==> config.mk <==
export PLATFORM = sky130hd
export DESIGN_NAME = aaf_top
export DESIGN_NICKNAME = d
export VERILOG_FILES = /design/src/aaf_pkg.sv /design/src/aaf_fifo.sv /design/src/aaf_iir.sv /design/src/aaf_top.sv
export VERILOG_INCLUDE_DIRS = /design/src
export SDC_FILE = /design/constraint.sdc
export NUM_CORES = 2
export LEC_CHECK = 0
export ABC_AREA = 1
export BUFFER_PORTS_ARGS = -buffer_cell sky130_fd_sc_hd__buf_2
export CORE_UTILIZATION = 45
export DETAILED_ROUTE_END_ITERATION = 8
export PLACE_DENSITY = 0.68
export SETUP_SLACK_MARGIN = 0.4
export SLEW_MARGIN = 30
export SYNTH_ARGS = -nofsm -noshare
export SYNTH_HDL_FRONTEND = slang
export SYNTH_SLANG_ARGS = --single-unit
==> constraint.sdc <==
create_clock -name i_clk -period 26.3 [get_ports i_clk]
set_clock_uncertainty 0.2 [all_clocks]
set_input_delay 5.26 -clock i_clk [delete_from_list [all_inputs] [get_ports i_clk]]
set_output_delay 5.26 -clock i_clk [all_outputs]
set_load 0.05 [all_outputs]
==> src/aaf_regs.svh <==
`ifndef AAF_REGS_SVH
`define AAF_REGS_SVH
// ==========================================================
// register map (apb byte addresses)
`define AAF_OFF_CTRL      12'h000
`define AAF_OFF_STATUS    12'h004
`define AAF_OFF_DATA      12'h008
`define AAF_OFF_COUNT     12'h00c
// ==========================================================
// control fields
`define AAF_CTRL_MODE_LSB 0
`define AAF_CTRL_MODE_MSB 1
`define AAF_CTRL_RATIO_LSB 4
`define AAF_CTRL_RATIO_MSB 6
`define AAF_CTRL_RATE_LSB 8
`define AAF_CTRL_RATE_MSB 12
`define AAF_CTRL_EN_BIT   16
`define AAF_CTRL_RESET    32'h0000_0000
// ==========================================================
// timing and rates
`define AAF_ADC_RATE_MSPS 100
`define AAF_ANALOG_FC_MHZ 10
`define AAF_FIFO_DEPTH    16
`define AAF_SAMPLE_W      14
`define AAF_OUT_W         16
`endif

==> src/aaf_pkg.sv <==
`default_nettype none
package aaf_pkg;
  // filter path selection
  typedef enum logic [1:0] {
    AAF_MODE_BYPASS = 2'b00, // unfiltered_bypass_mode
    AAF_MODE_ABES   = 2'b01, // analog bessel only
    AAF_MODE_BESIIR = 2'b10, // analog + digital bessel
    AAF_MODE_BUTIIR = 2'b11  // analog + digital butterworth
  } aaf_mode_t;
  // cutoff ratio relative to output rate
  typedef enum logic [2:0] {
    AAF_R4   = 3'b000,
    AAF_R10  = 3'b001,
    AAF_R20  = 3'b010,
    AAF_R40  = 3'b011,
    AAF_R100 = 3'b100
  } aaf_ratio_t;
endpackage : aaf_pkg
`default_nettype wire

==> src/aaf_fifo.sv <==
`default_nettype none
module aaf_fifo #(
  parameter int WIDTH = 16,
  parameter int DEPTH = 16
) (
  input  wire logic             i_clk,
  input  wire logic             i_sys_rst,
  input  wire logic             i_ce,
  input  wire logic             i_in_valid,
  output logic                  o_in_ready,
  input  wire logic [WIDTH-1:0] i_in_data,
  output logic                  o_out_valid,
  input  wire logic             i_out_ready,
  output logic      [WIDTH-1:0] o_out_data
);
  localparam int AW = $clog2(DEPTH);
  initial begin
    if (DEPTH < 2 || (1 << AW) != DEPTH) $error("fifo depth");
  end
  // ==========================================================
  // storage and pointers
  logic [WIDTH-1:0] mem [DEPTH];  // word store
  logic [AW:0]      wr_ptr;       // write pointer, extra wrap bit
  logic [AW:0]      rd_ptr;       // read pointer
  logic             full;
  logic             empty;
  logic             do_wr;
  logic             do_rd;
  assign full  = (wr_ptr[AW] != rd_ptr[AW]) &&
                 (wr_ptr[AW-1:0] == rd_ptr[AW-1:0]);
  assign empty = (wr_ptr == rd_ptr);
  assign o_in_ready  = !full;
  assign o_out_valid = !empty;
  assign do_wr = i_ce && i_in_valid && !full;
  assign do_rd = i_ce && i_out_ready && !empty;
  // read data is the registered head word; a write into the
  // slot that becomes the head is forwarded, else it is stale
  logic [AW-1:0]    rd_nxt;       // head index after this edge
  assign rd_nxt = rd_ptr[AW-1:0] + AW'(do_rd);
  always_ff @(posedge i_clk) begin
    if (i_ce) begin
      if (do_wr && wr_ptr[AW-1:0] == rd_nxt) begin
        o_out_data <= i_in_data;
      end else begin
        o_out_data <= mem[rd_nxt];
      end
    end
  end
  // write port
  always_ff @(posedge i_clk) begin
    if (do_wr) begin
      mem[wr_ptr[AW-1:0]] <= i_in_data;
    end
  end
  // pointer update
  always_ff @(posedge i_clk or posedge i_sys_rst) begin
    if (i_sys_rst) begin
      wr_ptr <= '0;
      rd_ptr <= '0;
    end else begin
      if (do_wr) begin
        wr_ptr <= wr_ptr + 1'b1;
      end
      if (do_rd) begin
        rd_ptr <= rd_ptr + 1'b1;
      end
    end
  end
endmodule : aaf_fifo
`default_nettype wire

==> src/aaf_iir.sv <==
`default_nettype none
// one first-order leaky stage per section; cascaded sections make
// the higher order response. shift sets the pole position.
module aaf_iir #(
  parameter int IN_W  = 14,
  parameter int ACC_W = 32,
  parameter int STAGES = 4
) (
  input  wire logic                    i_clk,
  input  wire logic                    i_sys_rst,
  input  wire logic                    i_ce,
  input  wire logic                    i_clear,
  input  wire logic [4:0]              i_shift,
  input  wire logic                    i_shape,
  input  wire logic signed [IN_W-1:0]  i_sample,
  output logic signed [ACC_W-1:0]      o_result
);
  initial begin
    if (STAGES < 1 || ACC_W < IN_W + 17) $error("iir size");
  end
  // ==========================================================
  // cascade state
  logic signed [ACC_W-1:0] acc [STAGES];
  logic [4:0]              sh_eff;  // shape off trims pole by one, same in all stages
  assign sh_eff = i_shape ? i_shift : i_shift - 5'd1;
  assign o_result = acc[STAGES-1];
  always_ff @(posedge i_clk or posedge i_sys_rst) begin
    if (i_sys_rst) begin
      for (int k = 0; k < STAGES; k++) begin
        acc[k] <= '0;
      end
    end else if (i_ce) begin
      if (i_clear) begin
        // identical reset per channel keeps phase matched
        for (int k = 0; k < STAGES; k++) begin
          acc[k] <= '0;
        end
      end else begin
        acc[0] <= acc[0] + ((($signed(i_sample) <<< 16)
                  - acc[0]) >>> sh_eff);
        for (int k = 1; k < STAGES; k++) begin
          acc[k] <= acc[k] + ((acc[k-1] - acc[k]) >>> sh_eff);
        end
      end
    end
  end
endmodule : aaf_iir
`default_nettype wire

==> src/aaf_top.sv <==
// Summary of operation
// - input always at fixed converter rate
// - filter at full rate, then decimate
// - cutoff tracks selected output rate
// - bypass mode skips all filtering
// - bypass mode gives no enhanced resolution
// - analog-only: fixed cutoff, no enhancement
// - bessel iir enables analog plus digital
// - butterworth iir enables analog plus digital
// - iir: 15 bit <=25MS/s, 16 bit <=10MS/s
// - ratios 4,10,20,40; 100 bessel only
// - same settings give identical processing
// - analog stage cutoff independent of rate
// - analog bessel allowed at every rate
//
// Design decisions made here: the register offsets and register access over APB.
`include "aaf_regs.svh"
`default_nettype none
module aaf_top #(
  parameter int SAMPLE_W = `AAF_SAMPLE_W,
  parameter int OUT_W    = `AAF_OUT_W,
  parameter int DEPTH    = `AAF_FIFO_DEPTH
) (
  input  wire logic                i_clk,
  input  wire logic                i_sys_rst,
  input  wire logic                i_ce,
  // converter stream, same clock, one word per valid cycle
  input  wire logic [SAMPLE_W-1:0] i_adc_data,
  input  wire logic                i_adc_valid,
  // decimated output stream
  output logic      [OUT_W-1:0]    o_out_data,
  output logic      [4:0]          o_out_bits,
  output logic                     o_out_valid,
  input  wire logic                i_out_ready,
  // analog front selects
  output logic                     o_analog_bessel_en,
  output logic                     o_analog_butter_en,
  // apb slave
  input  wire logic                psel,
  input  wire logic                penable,
  input  wire logic                pwrite,
  input  wire logic [11:0]         paddr,
  input  wire logic [31:0]         pwdata,
  output logic      [31:0]         prdata,
  output logic                     pready,
  output logic                     pslverr
);
  import aaf_pkg::*;
  initial begin
    if (SAMPLE_W < 8 || SAMPLE_W > 16 || OUT_W != 16) begin
      $error("aaf_top width parameters unsupported");
    end
  end
  // ==========================================================
  // rate table: index 0..29, output rate = 100 MS/s / divider
  // 100M,50M,25M,12.5M,10M,5M,2.5M,2M,1.25M,1M,500k,400k,250k,
  // 200k,125k,100k,50k,40k,25k,20k,12.5k,10k,5k,4k,2.5k,2k,
  // 1.25k,1k,500,400
  localparam int NRATE = 30;
  function automatic logic [19:0] rate_div(input logic [4:0] r);
    logic [19:0] d;
    d = 20'd1;
    case (r)
      5'd0:  d = 20'd1;
      5'd1:  d = 20'd2;
      5'd2:  d = 20'd4;
      5'd3:  d = 20'd8;
      5'd4:  d = 20'd10;
      5'd5:  d = 20'd20;
      5'd6:  d = 20'd40;
      5'd7:  d = 20'd50;
      5'd8:  d = 20'd80;
      5'd9:  d = 20'd100;
      5'd10: d = 20'd200;
      5'd11: d = 20'd250;
      5'd12: d = 20'd400;
      5'd13: d = 20'd500;
      5'd14: d = 20'd800;
      5'd15: d = 20'd1000;
      5'd16: d = 20'd2000;
      5'd17: d = 20'd2500;
      5'd18: d = 20'd4000;
      5'd19: d = 20'd5000;
      5'd20: d = 20'd8000;
      5'd21: d = 20'd10000;
      5'd22: d = 20'd20000;
      5'd23: d = 20'd25000;
      5'd24: d = 20'd40000;
      5'd25: d = 20'd50000;
      5'd26: d = 20'd80000;
      5'd27: d = 20'd100000;
      5'd28: d = 20'd200000;
      5'd29: d = 20'd250000;
      default: d = 20'd1;
    endcase
    return d;
  endfunction : rate_div
  // permitted ratio index per mode and rate (table gaps)
  function automatic logic cfg_ok(input aaf_mode_t m,
                                  input aaf_ratio_t q,
                                  input logic [4:0] r);
    logic ok;
    ok = (r < 5'(NRATE));
    if (m == AAF_MODE_BESIIR || m == AAF_MODE_BUTIIR) begin
      if (q > AAF_R100) ok = 1'b0;
      if (q == AAF_R100 && m != AAF_MODE_BESIIR) ok = 1'b0;
      if (q == AAF_R4 && r <= 5'd2) ok = 1'b0;
      if (q == AAF_R10 && r == 5'd0) ok = 1'b0;
      // last columns empty at the slowest rates
      if (q == AAF_R100 && r >= 5'd23) ok = 1'b0;
      if (q == AAF_R40 && r >= 5'd26) ok = 1'b0;
      if (q == AAF_R20 && r >= 5'd28) ok = 1'b0;
      if (q == AAF_R10 && r >= 5'd29) ok = 1'b0;
    end
    return ok; // analog bessel and bypass at any rate
  endfunction : cfg_ok
  // log2 of ratio times divider approximates pole shift
  function automatic logic [4:0] pole_shift(input aaf_ratio_t q,
                                            input logic [19:0] d);
    logic [4:0] s;
    logic [4:0] b;
    s = 5'd0;
    case (q)
      AAF_R4:   b = 5'd1;
      AAF_R10:  b = 5'd2;
      AAF_R20:  b = 5'd3;
      AAF_R40:  b = 5'd4;
      AAF_R100: b = 5'd6;
      default:  b = 5'd1;
    endcase
    for (int i = 0; i < 20; i++) begin
      if (d[i]) s = 5'(i);
    end
    return (5'(s + b) > 5'd20) ? 5'd20 : 5'(s + b);
  endfunction : pole_shift
  // ==========================================================
  // control registers
  aaf_mode_t   mode;       // active filter path
  aaf_ratio_t  ratio;      // active cutoff ratio
  logic [4:0]  rate_sel;   // active output rate index
  logic        run;        // stream enable
  logic        cfg_err;    // last write refused
  logic [4:0]  shift;      // derived pole position
  logic [19:0] div;        // derived decimation factor
  logic        recfg;      // one-cycle restart of filter path
  logic        apb_wr;
  logic        apb_rd;
  aaf_mode_t   wr_mode;
  aaf_ratio_t  wr_ratio;
  logic [4:0]  wr_rate;
  assign apb_wr = psel && penable && pwrite && pready;
  assign apb_rd = psel && !penable && !pwrite;
  assign wr_mode  = aaf_mode_t'(pwdata[`AAF_CTRL_MODE_MSB:
                                       `AAF_CTRL_MODE_LSB]);
  assign wr_ratio = aaf_ratio_t'(pwdata[`AAF_CTRL_RATIO_MSB:
                                        `AAF_CTRL_RATIO_LSB]);
  assign wr_rate  = pwdata[`AAF_CTRL_RATE_MSB:`AAF_CTRL_RATE_LSB];
  // control write; a bad combination keeps old settings
  always_ff @(posedge i_clk or posedge i_sys_rst) begin
    if (i_sys_rst) begin
      mode     <= AAF_MODE_BYPASS;
      ratio    <= AAF_R4;   // matches the all-zero ctrl reset word
      rate_sel <= 5'd0;
      run      <= 1'b0;
      cfg_err  <= 1'b0;
      recfg    <= 1'b0;
    end else if (i_ce) begin
      recfg <= 1'b0;
      if (apb_wr && paddr == `AAF_OFF_CTRL) begin
        if (cfg_ok(wr_mode, wr_ratio, wr_rate)) begin
          mode     <= wr_mode;
          ratio    <= wr_ratio;
          rate_sel <= wr_rate;
          run      <= pwdata[`AAF_CTRL_EN_BIT];
          cfg_err  <= 1'b0;
          recfg    <= 1'b1;
        end else begin
          cfg_err <= 1'b1;
        end
      end
    end
  end
  // cutoff and factor follow any rate change automatically
  always_ff @(posedge i_clk or posedge i_sys_rst) begin
    if (i_sys_rst) begin
      shift <= 5'd2;
      div   <= 20'd1;
    end else if (i_ce) begin
      shift <= pole_shift(ratio, rate_div(rate_sel));
      div   <= rate_div(rate_sel);
    end
  end
  // analog fronts fixed, never depend on rate
  always_ff @(posedge i_clk or posedge i_sys_rst) begin
    if (i_sys_rst) begin
      o_analog_bessel_en <= 1'b0;
      o_analog_butter_en <= 1'b0;
    end else if (i_ce) begin
      o_analog_bessel_en <= (mode == AAF_MODE_ABES) ||
                            (mode == AAF_MODE_BESIIR);
      o_analog_butter_en <= (mode == AAF_MODE_BUTIIR);
    end
  end
  // ==========================================================
  // full-rate digital filter, always ahead of decimation
  logic signed [31:0] iir_y;
  logic               iir_on;
  assign iir_on = (mode == AAF_MODE_BESIIR) || (mode == AAF_MODE_BUTIIR);
  aaf_iir #(
    .IN_W   (SAMPLE_W),
    .ACC_W  (32),
    .STAGES (4)
  ) u_iir (
    .i_clk     (i_clk),
    .i_sys_rst (i_sys_rst),
    // the clear only acts on an enabled edge, so recfg opens it
    .i_ce      (i_ce && (i_adc_valid || recfg)),
    .i_clear   (recfg || !iir_on),
    .i_shift   (shift),
    .i_shape   (mode == AAF_MODE_BESIIR),
    .i_sample  ($signed(i_adc_data)),
    .o_result  (iir_y)
  );
  // ==========================================================
  // decimator: one output per div input samples
  logic [19:0]      dec_cnt;   // samples since last output
  logic [OUT_W-1:0] dec_word;  // word into fifo
  logic [4:0]       dec_bits;  // effective resolution
  logic             dec_vld;
  logic             fifo_rdy;
  logic [4:0]       res_bits;
  logic [OUT_W-1:0] path_word;
  // resolution gain only with iir at low rates
  always_comb begin
    res_bits = 5'(SAMPLE_W);
    if (iir_on && div >= 20'd10) begin
      res_bits = 5'd16;
    end else if (iir_on && div >= 20'd4) begin
      res_bits = 5'd15;
    end                          // bypass/analog stay native
  end
  // path select: raw samples in bypass or analog-only
  always_comb begin
    if (iir_on) begin
      path_word = iir_y[16+SAMPLE_W-1 -: OUT_W];
    end else begin
      path_word = {i_adc_data, {(OUT_W-SAMPLE_W){1'b0}}};
    end
  end
  // drop decimated word only if the fifo cannot take it
  always_ff @(posedge i_clk or posedge i_sys_rst) begin
    if (i_sys_rst) begin
      dec_cnt  <= 20'd0;
      dec_vld  <= 1'b0;
      dec_word <= '0;
      dec_bits <= 5'd0;
    end else if (i_ce) begin
      if (dec_vld && fifo_rdy) begin
        dec_vld <= 1'b0;
      end
      if (recfg || !run) begin
        dec_cnt <= 20'd0;
      end else if (i_adc_valid) begin
        if (dec_cnt >= div - 20'd1) begin
          dec_cnt  <= 20'd0;
          dec_vld  <= 1'b1;
          // truncate to the enhanced width, low bits zero
          dec_word <= path_word & ~(16'hffff >> res_bits);
          dec_bits <= res_bits;
        end else begin
          dec_cnt <= dec_cnt + 20'd1;
        end
      end
    end
  end
  // ==========================================================
  // output fifo, carries data and resolution tag
  logic             f_vld;
  logic [OUT_W+4:0] f_data;
  logic             take;
  aaf_fifo #(
    .WIDTH (OUT_W + 5),
    .DEPTH (DEPTH)
  ) u_fifo (
    .i_clk       (i_clk),
    .i_sys_rst   (i_sys_rst),
    .i_ce        (i_ce),
    .i_in_valid  (dec_vld),
    .o_in_ready  (fifo_rdy),
    .i_in_data   ({dec_bits, dec_word}),
    .o_out_valid (f_vld),
    .i_out_ready (take),
    .o_out_data  (f_data)
  );
  // output skid register; refills when empty or consumed
  assign take = f_vld && (!o_out_valid || i_out_ready);
  always_ff @(posedge i_clk or posedge i_sys_rst) begin
    if (i_sys_rst) begin
      o_out_valid <= 1'b0;
      o_out_data  <= '0;
      o_out_bits  <= 5'd0;
    end else if (i_ce) begin
      if (take) begin
        o_out_valid <= 1'b1;
        o_out_data  <= f_data[OUT_W-1:0];
        o_out_bits  <= f_data[OUT_W+4:OUT_W];
      end else if (i_out_ready) begin
        o_out_valid <= 1'b0;
      end
    end
  end
  // ==========================================================
  // apb read path, registered, answers in access phase
  logic [31:0] status;
  assign status = {25'h0, f_vld, !fifo_rdy, dec_bits[4:0]} |
                  {31'h0, cfg_err} << 7;
  always_ff @(posedge i_clk or posedge i_sys_rst) begin
    if (i_sys_rst) begin
      prdata  <= 32'h0000_0000;
      pready  <= 1'b0;
      pslverr <= 1'b0;
    end else if (i_ce) begin
      pready  <= psel && !penable;
      pslverr <= psel && !penable &&
                 !(paddr == `AAF_OFF_CTRL || paddr == `AAF_OFF_STATUS ||
                   paddr == `AAF_OFF_DATA || paddr == `AAF_OFF_COUNT);
      if (apb_rd) begin
        case (paddr)
          `AAF_OFF_CTRL:   prdata <= {15'h0, run, 3'h0, rate_sel,
                                      1'b0, ratio, 2'h0, mode};
          `AAF_OFF_STATUS: prdata <= status;
          `AAF_OFF_DATA:   prdata <= {16'h0, o_out_data};
          `AAF_OFF_COUNT:  prdata <= {12'h0, div};
          default:         prdata <= 32'h0000_0000;
        endcase
      end
    end
  end
endmodule : aaf_top
`default_nettype wire

Word level (Yosys, flattened, before mapping)

Memories as Yosys holds them, arrays and structs flattened. A register that Yosys moved wholly into a read port is not among the register bits.
Cells that the tools add are included.

Memories: 3
Register bits: 276
Memory bits (writable): 336
Memory bits (read-only): 1152
Word-level logic and storage cells: 193
Bits of input ports: 66
Output and inout bits: 58

Equal/unequal tests: 20
Reductions and logical operators: 54
Multiplexer cells: 55
Shifts and indexed selects: 5
Magnitude comparators: 11
Bitwise gates (word level): 4
Add/sub/neg operators: 15

Memories:

| memory           | depth | bits a word | rd ports | clocked after memory_dff | wr ports | RTL line       | RTL |
|---|---|---|---|---|---|---|---|
| (name not given) | 32    | 18          | 1        | 0                        | 0        | aaf_top.sv:63  | `case (r)` |
| (name not given) | 32    | 18          | 1        | 1                        | 0        | aaf_top.sv:63  |  |
| u_fifo.mem       | 16    | 21          | 1        | 1                        | 1        | aaf_fifo.sv:22 | `logic [WIDTH-1:0] mem [DEPTH];` |

Operators with widths:

| operator                                                                              | count |
|---|---|
| 32-bit adder                                                                          | 4 |
| 128-bit 2-to-1 mux                                                                    | 1 |
| 32-bit by 5-bit >>> shifter with 32-bit output                                        | 4 |
| 5-bit 2-to-1 mux                                                                      | 23 |
| 32-bit subtractor                                                                     | 3 |
| 20-bit 2-to-1 mux                                                                     | 4 |
| 20-bit one-hot mux with 4 select lines                                                | 1 |
| 30-bit by 32-bit subtractor with 32-bit output                                        | 1 |
| 12-bit by 4-bit equality test with 1-bit output (second input constant)               | 2 |
| 1-bit logical AND                                                                     | 24 |
| 1-bit 2-to-1 mux                                                                      | 24 |
| 20-bit by 1-bit adder with 20-bit output (second input constant)                      | 1 |
| 20-bit greater-or-equal comparator                                                    | 1 |
| 20-bit by 3-bit greater-or-equal comparator with 1-bit output (second input constant) | 1 |
| 20-bit by 4-bit greater-or-equal comparator with 1-bit output (second input constant) | 1 |
| 5-bit greater-or-equal comparator (second input constant)                             | 4 |
| 20-bit by 1-bit subtractor with 20-bit output (second input constant)                 | 1 |
| 16-bit bitwise AND                                                                    | 1 |
| 16-bit 2-to-1 mux                                                                     | 1 |
| 16-bit NOT                                                                            | 1 |
| 16-bit by 5-bit right shift with 16-bit output (first input constant)                 | 1 |
| 12-bit by 3-bit equality test with 1-bit output (second input constant)               | 1 |
| 3-bit by 2-bit equality test with 1-bit output (second input constant)                | 4 |
| 12-bit zero test                                                                      | 1 |
| other kinds (27)                                                                      | 54 |

Logic depth before layout (Yosys ltp)

An unclocked memory read counts as a cell.

Depth in word-level cells: 25
Depth in mapped cells: 37
Gate-level depth less buffers: 37

By module

A second synthesis with hierarchy kept.

Cell total of the unflattened synthesis: 7650
Area, all modules: 51738.4 um2

By module, submodules not included:

| module   | area an instance (um2) | cells an instance | seq. area each (um2) | times used |
|---|---|---|---|---|
| aaf_iir  | 28112.0                | 5143              | 3203.1               | 1 |
| aaf_fifo | 16185.5                | 1580              | 10970.5              | 1 |
| aaf_top  | 7440.9                 | 927               | 3005.4               | 1 |

Worst setup path after synthesis

OpenSTA, ideal clock, no wires.

Kind: in2reg
Start: input i_adc_data[5]
End: register u_iir.acc[124] in the netlist's numbering
Data required time: 25.967 ns
Path buffers: 1
Arrival time: 8.634 ns
Setup slack: 17.333 ns
Library setup time: 0.133 ns
Cell stages on the path: 33
Path through: ha_1 -> buf_2 -> nand2_2 -> nor2_2 -> inv_1 -> nor2_2 -> nand3_1 -> nand2_2 -> nand2_2 -> nand3_1 -> nand3_1 -> nand3_1 -> nand3_1 -> nand2_1 -> nand2_1 -> nand3_1 -> nand2_1 -> inv_1 -> ha_1 -> inv_1 -> fa_1 -> inv_1 -> nand2_1 -> o21ai_1 -> a21oi_1 -> o21ai_1 -> nand3_1 -> nand3_1 -> nand2_1 -> nand2_1 -> nand2_1 -> a21oi_1 -> o22ai_1

Word-level cells in the longest chain between the ends: 4

Ends and longest elaborated chain:

| element                                        | RTL line      | RTL |
|---|---|---|
| start: declaration                             | aaf_top.sv:28 | `input wire logic [SAMPLE_W-1:0] i_adc_data,` |
| 30-bit by 32-bit subtractor with 32-bit output | aaf_iir.sv:40 | `- acc[0]) >>> sh_eff);` |
| 32-bit by 5-bit >>> shifter with 32-bit output | aaf_iir.sv:39 | `acc[0] <= acc[0] + ((($signed(i_sample) <<< 16)` |
| 32-bit adder                                   | aaf_iir.sv:39 |  |
| 128-bit 2-to-1 mux                             | aaf_iir.sv:33 | `if (i_clear) begin` |
| end signal: indexed assignment                 | aaf_iir.sv:42 | `acc[k] <= acc[k] + ((acc[k-1] - acc[k]) >>> sh_eff);` |
| end: declaration                               | aaf_iir.sv:23 | `logic signed [ACC_W-1:0] acc [STAGES];` |

Every way passes these cells.
A chain may end at the register's enable or synchronous reset.

Worst setup path in the final report

Start: input i_ce
End: register u_fifo.o_out_data[13] (read register of u_fifo.mem), data pin

Word-level cells in the longest chain between the ends: 3

Ends and longest elaborated chain:

| element                                | RTL line       | RTL |
|---|---|---|
| start: declaration                     | aaf_top.sv:26  | `input wire logic i_ce,` |
| 1-bit logical AND (2 in a row)         | aaf_fifo.sv:35 | `assign do_rd = i_ce && i_out_ready && !empty;` |
| 4-bit by 1-bit adder with 4-bit output | aaf_fifo.sv:39 | `assign rd_nxt = rd_ptr[AW-1:0] + AW'(do_rd);` |
| end: declaration                       | aaf_fifo.sv:14 | `output logic [WIDTH-1:0] o_out_data` |

Several ways; a longest one is shown, not always the timed one.

==> metrics.txt <==
status=complete, no violations; met2 usage=47.28%; Seq pwr share=35.7%; hold crit path type=reg -> reg; Util after Layout=49.44%; largest net degree at the start of global routing=113; cell family with the largest share of critical-path delay=buffers and inverters; CP arrival=10.31 ns; GP Congestion=0.9522; WL final=155400 um; Critical path buffers and inverters=5; Core ar.=about 0.10 mm^2; CTS Sinks=579; Reg clk slew, reported paths=0.06 ns; unrepaired setup endpoints after global routing=false; Logic pwr share=33.5%; R2R Path Start=mode[1]$_DFFE_PP0P_; fin nets=7121; vias in the first global route=42668; Worst Setup End Kind=register; leakage=24.73 nW; Synth Cell Area=0.04757 mm^2; f_max=0.09967 GHz; layout cells sized above 1=6.591%; crit path kind=in -> reg; Synth warnings=0; CTS Root Cell=clkbuf_16; worst reg2reg path depth=30; cts bufs inserted=70; endpoints failing setup=0; P_sw=1.251 mW; wire length of the first global-routing pass=238900 um; Period Utilization, post-route=38.15%; die height=327.1 um; number of synthesized flops with an enable pin=323; R2R Path End=u_iir.acc[94]$_DFFE_PP0P_; maximum buffer depth of the clock tree=3; register area share after synthesis=33.86%; clock latency on the worst-skew pair=0.66 ns; CTS Hold Buffers Added=0; CP Capture Point=u_fifo.o_out_data[13]$_DFFE_PP_; Max Cap Viol=0; Worst VDD drop=approximately 0.00011 V; CP peak stage delay=0.78 ns; GR peak layer=met2; # rows=118; Power, Total=3.186 mW; Max Slew Vio Count=0; Seq cells post-synth=579; min Tclk post-route=10.03 ns; CP Max Fanout=88; CP Depth=13; antenna-violating nets left=0; Hold Fails Final Rpt=0; Top FF cell, synth=edfxtp_1; IO Count=~120; GRT met1 Usage=roughly 38%; footprint of the multi-input gates=0.02743 mm^2; Post-CTS Setup Bufs=0; CP Launch Type=input pin; TritonCTS clock tree=built; PwrDens=61.91 mW/mm^2; worst setup margin=around 16 ns; HPWL Detailed=117200 um; drt pass-1 iters=8; Crit. Startpoint=i_ce; Overflow after GRT=0; Worst R2R Setup Slack=approximately 20 ns; total number of vias=approximately 46000; # fillers=10368; min-delay src=u_fifo.o_out_data[20]$_DFFE_PP_; Cell variety after synth=73; average wire per standard cell=18.93 um; DP Worst Slack=15.70 ns; vias per std cell=5.605; met3 Use GR=2.937%; Seq. cell area=0.01611 mm^2; Post-Syn Area per Cell=6.983 um^2; clock network power share=30.8%; internal power=1.934 mW; final setup TNS=0 ns; overall routing resource usage=28.36%; cells after synthesis=6812; chip width=327.1 um; CP Data Required Time=26.58 ns; Synth async-reset ratio=44.21%; iteration-0 DRC count of the detailed router=4068; I/O Buffers=between 80 and 90; Starting Density=between 40% and 50%; normalized max-slew margin=31.70%; H-tree Lvls=3; PostCTS Resize Cnt=0; slew at the pin with the worst max-slew slack=1.023 ns; CP Cell Sequence=buf_2, buf_4, inv_2, a21oi_1, nand2_1, inv_1, ha_4, ha_4, buf_4, o21ai_0, o221ai_1, o211ai_1, a31oi_1; switching share of total power=39.28%; Die Area=0.1070 mm^2; Syn-to-layout area delta=8.172%; Critical Path Slowest Stage Cell=buf_4; initial antenna violation count=1; # DRC=0
==> metrics by stage <==
step           hold slack, ns  cells  instance area [um^2]
2_1_floorplan          0.2184   6825                 47620
3_3_place_gp           0.2270   8077                 49110
3_5_place_dp           0.2260   8077                 49130
4_1_cts                0.2407   8207                 51450
5_1_grt                0.2887   8207                 51450
6_report               0.2409   8210                 51460
==> logic make-up after synthesis <==
logic type / count (synthesis) / share of synthesized area (%)
fa+ha+maj: 286 / 7.649
flops: 579 / 33.86
xor+xnor: 119 / 2.223
buf+inv: 1068 / 8.898
other cells: 1 / 0.007883
simple gates: 3477 / 31.44
compound gates: 1237 / 14.98
mux: 45 / 0.9469
==> placed cells by master, fill, tap and decap left out, types with 40 or more instances in the layout <==
| cell | count |
|---|---|
| mux2i_1 | 45 |
| nand4_1 | 48 |
| dfrtp_1 | 254 |
| nor3_1 | 40 |
| clkbuf_16 | 70 |
| o21ai_0 | 452 |
| o221ai_1 | 44 |
| ha_1 | 276 |
| nor2_1 | 552 |
| nand2_1 | 1803 |
| nand3_1 | 847 |
| a21oi_1 | 357 |
| nand2_2 | 51 |
| xor2_1 | 87 |
| o22ai_1 | 78 |
| buf_2 | 88 |
| inv_1 | 766 |
| edfxtp_1 | 323 |
| o21ai_1 | 59 |
| o211ai_1 | 74 |
| buf_4 | 49 |
==> sequential cells by signal, summed over array words and instances (netlist names), 2 cells and up <==
| name | flops |
|---|---|
| shift | 5 |
| dec_bits | 3 |
| o_out_bits | 3 |
| u_fifo.o_out_data | 19 |
| dec_word | 16 |
| u_iir.o_result | 32 |
| u_fifo.mem | 304 |
| ratio | 3 |
| prdata | 18 |
| u_fifo.wr_ptr | 5 |
| div | 18 |
| mode | 2 |
| u_iir.acc | 96 |
| dec_cnt | 20 |
| o_out_data | 16 |
| u_fifo.rd_ptr | 5 |
| rate_sel | 5 |
==> cells in the mapped netlist (30+ instances only) <==
master | instances | share of area (%)
nand2_1 | 1805 | 14
nand3_1 | 847 | 8.9
inv_1 | 770 | 6.1
nor2_1 | 570 | 4.5
o21ai_0 | 453 | 4.8
a21oi_1 | 358 | 3.8
edfxtp_1 | 323 | 20
ha_1 | 278 | 7.3
dfrtp_1 | 254 | 13
clkbuf_1 | 138 | 1.1
xor2_1 | 89 | 1.6
buf_2 | 85 | 0.89
o22ai_1 | 78 | 1.0
o211ai_1 | 74 | 1.2
o21ai_1 | 59 | 0.62
nand2_2 | 50 | 0.66
nand4_1 | 48 | 0.63
mux2i_1 | 45 | 0.95
o221ai_1 | 44 | 0.81
nor3_1 | 40 | 0.42
o32ai_1 | 37 | 0.68
o21bai_1 | 30 | 0.47
==> final cells by class <==
class | count | area share, %
well taps | 1380 | 3.356
clock buffers | 89 | 3.601
repair buffers | 138 | 1.593
inverters | 802 | 5.911
diodes | 3 | 0.01459
flip-flops and latches | 579 | 31.30
clock inverters | 41 | 0.9119
multi-input cells | 5178 | 53.31
==> power groups by stage <==
stage,clock network [mW],logic [mW],registers [mW]
3_5_place_dp,0,1.06,1.15
3_3_place_gp,0,1.04,1.15
6_report,0.980,1.07,1.14
5_1_grt,1.03,1.17,1.14
4_1_cts,0.994,1.06,1.14
2_1_floorplan,0,0.750,1.17
==> how the worst min path moves through the flow <==
stage,to,depth (start not counted)
detailed placement,o_out_bits[4]$_DFFE_PP0P_,2
floorplan,o_out_bits[0]$_DFFE_PP0P_,2
global placement,o_out_bits[4]$_DFFE_PP0P_,2
CTS,o_out_bits[4]$_DFFE_PP0P_,2
global route,o_out_bits[4]$_DFFE_PP0P_,2
finish,o_out_bits[4]$_DFFE_PP0P_,2
==> per-layer routing <==
| metal | vias to the layer above | share of wire [%] |
|---|---|---|
| li1 | 22868 | - |
| met1 | 21388 | 43 |
| met3 | 288 | 5.9 |
| met5 | - | 0 |
| met4 | 0 | 4.2 |
| met2 | 1471 | 47 |
==> tightest hold or removal path, stage by stage (launching register included) <==
cell	delay [ns]
edfxtp_1	0.32
nand2_1	0.05
nand2_1	0.04
No activity file was read; power rests on OpenSTA's default activity.
